$ cat src/verilog/cao_map.svh
// Purpose: Offsets, field positions and reset values of the comparator block.
// Assumes: Included by the design file only.
// Notes: Byte addresses on a 32-bit APB bus.
`ifndef CAO_MAP_SVH
`define CAO_MAP_SVH
// Byte address of the control register.
`define CAO_CTRL_ADDR       12'hf90
// Field positions in the control register.
`define CAO_BIT_CMP_EN      0
`define CAO_BIT_CMP_OUT     1
`define CAO_BIT_FAULT_POL   2
`define CAO_BIT_IRQ_EDGE    3
`define CAO_BIT_IN_SEL      4
`define CAO_BIT_AMP_EN      7
// Reset value of every writable field.
`define CAO_CTRL_RESET      8'h00
// Full-scale code of the sampled analog levels.
`define CAO_CODE_MAX        10'h3ff
// Open-loop gain of the amplifier model.
`define CAO_AMP_GAIN        14'h2710
`endif

$ cat src/verilog/cao_pkg.sv
// Purpose: Types shared by the comparator and amplifier control block.
// Assumes: Analog levels arrive as 10-bit sampled codes.
// Notes: Constants live in cao_map.svh.
package cao_pkg;
   // One sampled analog level.
   typedef logic [9:0] cao_code_t;
   // Writable control fields, most significant first.
   typedef struct packed {
      logic amp_en;     // Amplifier enable.
      logic in_sel;     // Comparator input select.
      logic irq_edge;   // Interrupt edge select.
      logic fault_pol;  // Fault polarity select.
      logic cmp_en;     // Comparator enable.
   } cao_ctrl_s;
   // Analog levels seen by the block.
   typedef struct packed {
      cao_code_t port_a_candidate_pin;
      cao_code_t port_b_candidate_pin;
      cao_code_t comparator_minus_pin;
      cao_code_t amplifier_plus_pin;
      cao_code_t amplifier_minus_pin;
   } cao_analog_s;
endpackage : cao_pkg

$ cat src/verilog/cao_top.sv
// Purpose: Control register, comparator and amplifier logic with APB access.
// Assumes: One 40 MHz clock; all inputs synchronous to it.
// Notes: Analog parts are modelled on sampled codes.
//
// Design decision made here: the APB slave port.
`timescale 1ns/10ps
`include "cao_map.svh"

module cao_top (
   input  wire logic               sys_clk_in,
   input  wire logic               rst_b_in,
   input  wire logic               psel_in,
   input  wire logic               penable_in,
   input  wire logic               pwrite_in,
   input  wire logic [11:0]        paddr_in,
   input  wire logic [31:0]        pwdata_in,
   output logic      [31:0]        prdata_out,
   output logic                    pready_out,
   output logic                    pslverr_out,
   input  wire cao_pkg::cao_analog_s analog_in,
   input  wire logic               schmitt_enable_in,
   input  wire logic               port_b3_irq_enable_in,
   output logic                    comparator_irq_out,
   output logic                    pwm_fault_out,
   output logic                    amplifier_output_pin_out,
   output logic                    amplifier_output_pin_oe_out,
   output logic                    port3_data_out,
   output logic                    port_b3_irq_out,
   output logic      [9:0]         converter_channel_three_out
);
   import cao_pkg::*;

   // Returns one when the first level lies strictly above the second.
   function automatic logic above(input cao_code_t a, input cao_code_t b);
      above = (a > b);
   endfunction : above

   cao_ctrl_s  ctrl;          // Writable control fields.
   cao_ctrl_s  next_ctrl;     // Next control fields.
   logic       cmp_out;       // Registered comparator logic output.
   logic       next_cmp_out;  // Next comparator output.
   logic       cmp_irq;       // Registered comparator interrupt pulse.
   logic       next_cmp_irq;  // Next comparator interrupt pulse.
   logic       fault;         // Registered fault level.
   logic       next_fault;    // Next fault level.
   logic       amp_lvl;       // Registered amplifier logic level.
   logic       next_amp_lvl;  // Next amplifier logic level.
   logic       b3_irq;        // Registered port B3 interrupt pulse.
   logic       next_b3_irq;   // Next port B3 interrupt pulse.
   cao_code_t  ch3;           // Registered converter channel three level.
   cao_code_t  next_ch3;      // Next converter channel three level.
   logic [31:0] rdata;        // Read data captured in the setup cycle.
   logic [31:0] next_rdata;   // Next read data.
   cao_code_t  cmp_plus;      // Selected comparator plus level.
   logic       hit;           // Address selects the control register.
   logic       wr_acc;        // Write access phase to the register.
   logic [15:0] amp_diff;     // Amplifier difference, zero when plus is not above minus.

   // Address decode; the slave never waits, so every access ends at once.
   always_comb begin
      if (paddr_in == `CAO_CTRL_ADDR) begin
         hit = 1'b1;
      end else begin
         hit = 1'b0;
      end
   end

   assign wr_acc      = psel_in & penable_in & pwrite_in & hit;
   assign pready_out  = 1'b1;
   // Unmapped addresses answer with an error and read as zero.
   assign pslverr_out = psel_in & penable_in & ~hit;

   // Pin routing for the comparator plus input.
   always_comb begin
      if (ctrl.in_sel) begin
         cmp_plus = analog_in.port_b_candidate_pin;
      end else begin
         cmp_plus = analog_in.port_a_candidate_pin;
      end
   end

   // Control register next state; only software writes change it.
   always_comb begin
      next_ctrl = ctrl;
      if (wr_acc) begin
         // Reserved bits 6 and 5 and the read-only bit 1 are dropped.
         next_ctrl.amp_en    = pwdata_in[`CAO_BIT_AMP_EN];
         next_ctrl.in_sel    = pwdata_in[`CAO_BIT_IN_SEL];
         next_ctrl.irq_edge  = pwdata_in[`CAO_BIT_IRQ_EDGE];
         next_ctrl.fault_pol = pwdata_in[`CAO_BIT_FAULT_POL];
         next_ctrl.cmp_en    = pwdata_in[`CAO_BIT_CMP_EN];
      end
   end

   // Comparator, fault and interrupt next state.
   always_comb begin
      // A disabled comparator holds its last value so no false edge appears.
      if (ctrl.cmp_en) begin
         next_cmp_out = above(cmp_plus, analog_in.comparator_minus_pin);
      end else begin
         next_cmp_out = cmp_out;
      end
      // Rising edge requests when the select is 0, falling edge when 1.
      if (ctrl.irq_edge) begin
         next_cmp_irq = ctrl.cmp_en & cmp_out & ~next_cmp_out;
      end else begin
         next_cmp_irq = ctrl.cmp_en & ~cmp_out & next_cmp_out;
      end
      if (!ctrl.cmp_en) begin
         next_fault = 1'b0;
      end else if (ctrl.fault_pol) begin
         next_fault = above(cmp_plus, analog_in.comparator_minus_pin);
      end else begin
         next_fault = above(analog_in.comparator_minus_pin, cmp_plus);
      end
   end

   // Amplifier difference, unscaled, clamped to zero when the plus level is not above the minus level.
   always_comb begin
      if (analog_in.amplifier_plus_pin > analog_in.amplifier_minus_pin) begin
         amp_diff = 16'(analog_in.amplifier_plus_pin - analog_in.amplifier_minus_pin);
      end else begin
         amp_diff = 16'h0000;
      end
   end

   // Amplifier next state: level, port B3 request and converter feed.
   // The enable is taken from the next control value. That way the level and the
   // converter feed drop at the same edge as the bit, and show no stale level.
   always_comb begin
      if (next_ctrl.amp_en) begin
         next_amp_lvl = above(analog_in.amplifier_plus_pin,
                              analog_in.amplifier_minus_pin);
         // Any positive difference times the gain swings to full scale.
         if (amp_diff != 16'h0000) begin
            next_ch3 = `CAO_CODE_MAX;
         end else begin
            next_ch3 = 10'h000;
         end
      end else begin
         next_amp_lvl = 1'b0;
         next_ch3     = 10'h000;
      end
      // The port pin interrupt fires on each change of the output level while port_b3_irq_enable_in is set and the amplifier stays enabled.
      next_b3_irq = port_b3_irq_enable_in & next_ctrl.amp_en &
                    (next_amp_lvl != amp_lvl);
   end

   // Read data is captured in the setup cycle and held for the access.
   always_comb begin
      next_rdata = rdata;
      if (psel_in && !penable_in) begin
         next_rdata = 32'h0000_0000;
         if (hit) begin
            next_rdata[`CAO_BIT_AMP_EN]    = ctrl.amp_en;
            next_rdata[`CAO_BIT_IN_SEL]    = ctrl.in_sel;
            next_rdata[`CAO_BIT_IRQ_EDGE]  = ctrl.irq_edge;
            next_rdata[`CAO_BIT_FAULT_POL] = ctrl.fault_pol;
            next_rdata[`CAO_BIT_CMP_OUT]   = cmp_out;
            next_rdata[`CAO_BIT_CMP_EN]    = ctrl.cmp_en;
         end
      end
   end

   // Registers only; all values start from constants.
   always_ff @(posedge sys_clk_in or negedge rst_b_in) begin
      if (!rst_b_in) begin
         ctrl    <= cao_ctrl_s'(5'(`CAO_CTRL_RESET));
         cmp_out <= 1'b0;
         cmp_irq <= 1'b0;
         fault   <= 1'b0;
         amp_lvl <= 1'b0;
         b3_irq  <= 1'b0;
         ch3     <= 10'h000;
         rdata   <= 32'h0000_0000;
      end else begin
         ctrl    <= next_ctrl;
         cmp_out <= next_cmp_out;
         cmp_irq <= next_cmp_irq;
         fault   <= next_fault;
         amp_lvl <= next_amp_lvl;
         b3_irq  <= next_b3_irq;
         ch3     <= next_ch3;
         rdata   <= next_rdata;
      end
   end

   // Output drive; the amplifier pin is released while disabled.
   assign prdata_out                  = rdata;
   assign comparator_irq_out          = cmp_irq;
   assign pwm_fault_out               = fault;
   assign amplifier_output_pin_out    = amp_lvl;
   assign amplifier_output_pin_oe_out = ctrl.amp_en;
   assign port3_data_out              = amp_lvl & schmitt_enable_in;
   assign port_b3_irq_out             = b3_irq;
   assign converter_channel_three_out = ch3;
endmodule : cao_top

$ cat config.mk
export PLATFORM = sky130hd
export DESIGN_NAME = cao_top
export DESIGN_NICKNAME = d
export VERILOG_FILES = /design/src/verilog/cao_pkg.sv /design/src/verilog/cao_top.sv
export VERILOG_INCLUDE_DIRS = /design/src /design/src/verilog
export SDC_FILE = /design/constraint.sdc
export NUM_CORES = 1
export LEC_CHECK = 0
export BUFFER_PORTS_ARGS = -buffer_cell sky130_fd_sc_hd__buf_2
export CORE_MARGIN = 2
export CORE_UTILIZATION = 41
export CTS_BUF_LIST = sky130_fd_sc_hd__clkbuf_4
export DETAILED_ROUTE_END_ITERATION = 12
export PLACE_DENSITY = 0.84
export SLEW_MARGIN = 20
export SYNTH_ARGS = -nofsm -noshare
export SYNTH_HDL_FRONTEND = slang
export SYNTH_SLANG_ARGS = --single-unit
$ cat constraint.sdc
create_clock -name sys_clk_in -period 3.85 [get_ports sys_clk_in]
set_clock_uncertainty 0.2 [all_clocks]
set_input_delay 0.5775 -clock sys_clk_in [delete_from_list [all_inputs] [get_ports sys_clk_in]]
set_output_delay 0.5775 -clock sys_clk_in [all_outputs]
set_load 0.01 [all_outputs]
==> out/summary.txt <==
DR pass1 iterations: 4
Final Core Density: 0.518
Critical path origin: ctrl[3]$_DFFE_PN0P_
Global-route wire length before repair: 6.41 mm
Largest net degree at the start of global routing: 18
Multi-input logic area: 1190 um^2
Number of port buffers: 96
Setup violators final: 0
Tot GR Track Use: 0.150
Slew @ Worst Pin: 562 ps
Yosys warns: 0
Setup TNS: 0 ps
CTS max path bufs: 2
Crit Path Class: flop to flop
Crit-path cells: mux2i_1 > ha_1 > a21o_1 > a21o_1 > a211oi_1 > o21ai_0 > or3_1 > a21boi_0
Fill cell count: 424
Fin nets: 425
Fmax: 361 MHz
WL final: 3.88 mm
Yosys reg bits: 17
DIE AREA: 5150 um^2
Chip width: 71.8 um
R2r startpoint: ctrl[3]$_DFFE_PN0P_
Status: finished clean
Tmin final: 2770 ps
Clock latency on the worst-skew pair: 290 ps
Arr. time, crit path: 2790 ps
Routed vias/inst: 4.86
Setup slack, reg-to-reg: 1080 ps
Fin crit share: 0.720
Reg clk slew, reported paths: 100 ps
Worst Hold End: prdata_out[3]$_DFFE_PN0P_
TritonCTS Sinks: 17
H-Tree Depth: 1
Postcts setup bufs: 0
Data required, critical path: 3860 ps
PwrDens: 196 nW/um^2
Final Wtd Congestion: 0.841
Placeable Area: 4380 um^2
Combinational share of power: 0.367
Root Buffer: clkbuf_4
Asr flop ratio synth: 1.00
Peak supply drop: 0.216 mV
Crit-path most repeated cell: a21o_1
Leakage: 1.28 nW
Hold WS: 281 ps
Reg area: 425 um^2
Via count: 1719
Reg power frac: 0.403
Worst hold stages: 2
Area delta synth->final: 20.5%
Relative slew slack: 0.625
Die Span Y: 71.8 um
Final Hold Fails: 0
Initial antenna violation count: 0
CTS buffer count: 3
Total gr overflow: 0
Reg2Reg Capture Point: comparator_irq_out$_DFF_PN0_
Int Power: 302 uW
DR WL/cell: 11.0 um
Site Rows: 24
Antenna-violating nets left: 0
Crit path launch type: flop
Yosys cell types: 45
Max Cap Violations: 0
TritonCTS clock tree: built
Critical Path Sink Type: flop
Worst hold path type: flop to flop
Hpwl dp: 3.35 mm
RSZ-0062 raised after global routing: false
R2R depth: 8
Synthesized area per cell: 8.72 um^2
Post-Synthesis Cells: 216
Sequential share of the synthesized area: 0.226
Slowest cell on crit path: dfrtp_1
Vias in the first global route: 1590
Share of layout cells above drive strength 1: 0.368
Min-Delay Startpoint: prdata_out[3]$_DFFE_PN0P_
DRT iter0 DRCs: 44
Post-synth EDFFs: 0
Initial Util: 0.430
Synth Flop Type: dfrtp_1
Syn Std Cell Area: 1880 um^2
Final slew viol count: 0
Crit-path max cell delay: 710 ps
CP max FO: 12
DRC viols: 0
Clock power frac: 0.230
Num ports: 151
Antenna Cells: 0
Switching Fraction: 0.320
Psw: 142 uW
-- final cells by class --
| class | count | area share |
|---|---|---|
| multi-input combinational | 167 | 0.526 |
| timing repair buffer | 97 | 0.216 |
| sequential | 17 | 0.187 |
| tap | 52 | 0.0287 |
| inverter | 17 | 0.0281 |
| clock buffer | 4 | 0.0132 |
-- cell usage after synthesis, types with 2 or more instances --
library cell	n	area, um^2
o2111ai_1	3	26.3
mux2_2	5	56.3
or3_1	2	12.5
o2111a_1	3	33.8
mux2i_1	12	120
ha_1	20	250
nor2_1	5	18.8
nand3b_1	2	15.0
dfrtp_1	17	425
nand2b_1	4	25.0
a21o_1	7	52.6
and2_1	2	12.5
o21ai_0	12	60.1
nor3_1	3	15.0
inv_1	17	63.8
buf_4	36	270
nor2b_1	3	18.8
clkbuf_1	2	7.51
conb_1	2	7.51
a21oi_1	12	60.1
nand4_1	4	25.0
nand3_1	3	15.0
nand2_1	18	67.6
-- repair_timing --
action	CTS	global route
hold endpoints to repair	13	0
hold buffers	1	0
setup endpoints to repair	0	0
gates resized for setup	0	0
-- layout by cell type, fill, tap and decap left out, drive strengths merged, types with 2 or more instances in the layout --
master   netlist  final
buf           38     96
conb           2     27
ha            20     20
nand2         18     18
inv           17     17
dfrtp         17     17
mux2i         12     12
a21oi         12     12
o21ai         12     12
a21o           7      7
mux2           6      6
nor2           5      5
nand4          4      4
nand2b         4      4
clkbuf         2      4
nor3           4      4
nand3          3      3
nor2b          3      3
o2111ai        3      3
o2111a         3      3
and2           2      2
or3            2      2
nand3b         2      2
-- power groups by stage --
stage | registers [mW] | clock network, mW | logic, mW
6_report | 0.179 | 0.102 | 0.163
5_1_grt | 0.179 | 0.115 | 0.185
4_1_cts | 0.179 | 0.107 | 0.162
3_5_place_dp | 0.182 | 0 | 0.161
3_3_place_gp | 0.182 | 0 | 0.157
2_1_floorplan | 0.182 | 0 | 0.123
-- state kept, by name, summed over array words and instances (netlist names) --
signal                       cells
port_b3_irq_out                  1
prdata_out                       6
comparator_irq_out               1
amplifier_output_pin_out         1
cmp_out                          1
pwm_fault_out                    1
amplifier_output_pin_oe_out      1
converter_channel_three_out      1
ctrl                             4
-- routing by layer --
layer  share of wire  global-route usage  vias to the layer above
met3           0.092              0.0352                        2
met1            0.41               0.174                      759
met5               0                   0                        -
li1                -                   -                      872
met2            0.50               0.287                       86
met4          0.0054              0.0168                        0
-- logic make-up after synthesis --
kind of cell	share of synthesized area
and+or+nand+nor	0.167
adders and majority gates	0.144
other	0.00399
AOI/OAI and AO/OA	0.163
buffers and inverters	0.189
DFF	0.226
muxes	0.102
xor gates and xnor gates	0.00465
-- stage by stage --
stage,setup slack [ps],instance area (um^2),total power [mW],cells
floorplan,1160,1980,0.305,241
global placement,973,2230,0.339,349
detailed placement,966,2230,0.343,349
CTS,1060,2270,0.448,354
global route,865,2270,0.479,354
finish,1080,2270,0.444,354
-- worst max-delay path: cells and delay by family (launching register included) --
kind,cells,cell delay (ps)
compound gates,5,910
fa+ha+maj,1,260
flops,1,710
mux,1,250
simple gates,1,370
-- worst max path at each step --
stage	endpoint	slack (ps)	cells after the start
after floorplan	comparator_irq_out$_DFF_PN0_	1160	9
after global placement	converter_channel_three_out[8]$_DFF_PN0_	970	11
after detailed placement	converter_channel_three_out[8]$_DFF_PN0_	970	11
after CTS	comparator_irq_out$_DFF_PN0_	1060	8
after global routing	comparator_irq_out$_DFF_PN0_	870	8
final	comparator_irq_out$_DFF_PN0_	1080	8
No activity file was read; power rests on OpenSTA's default activity.
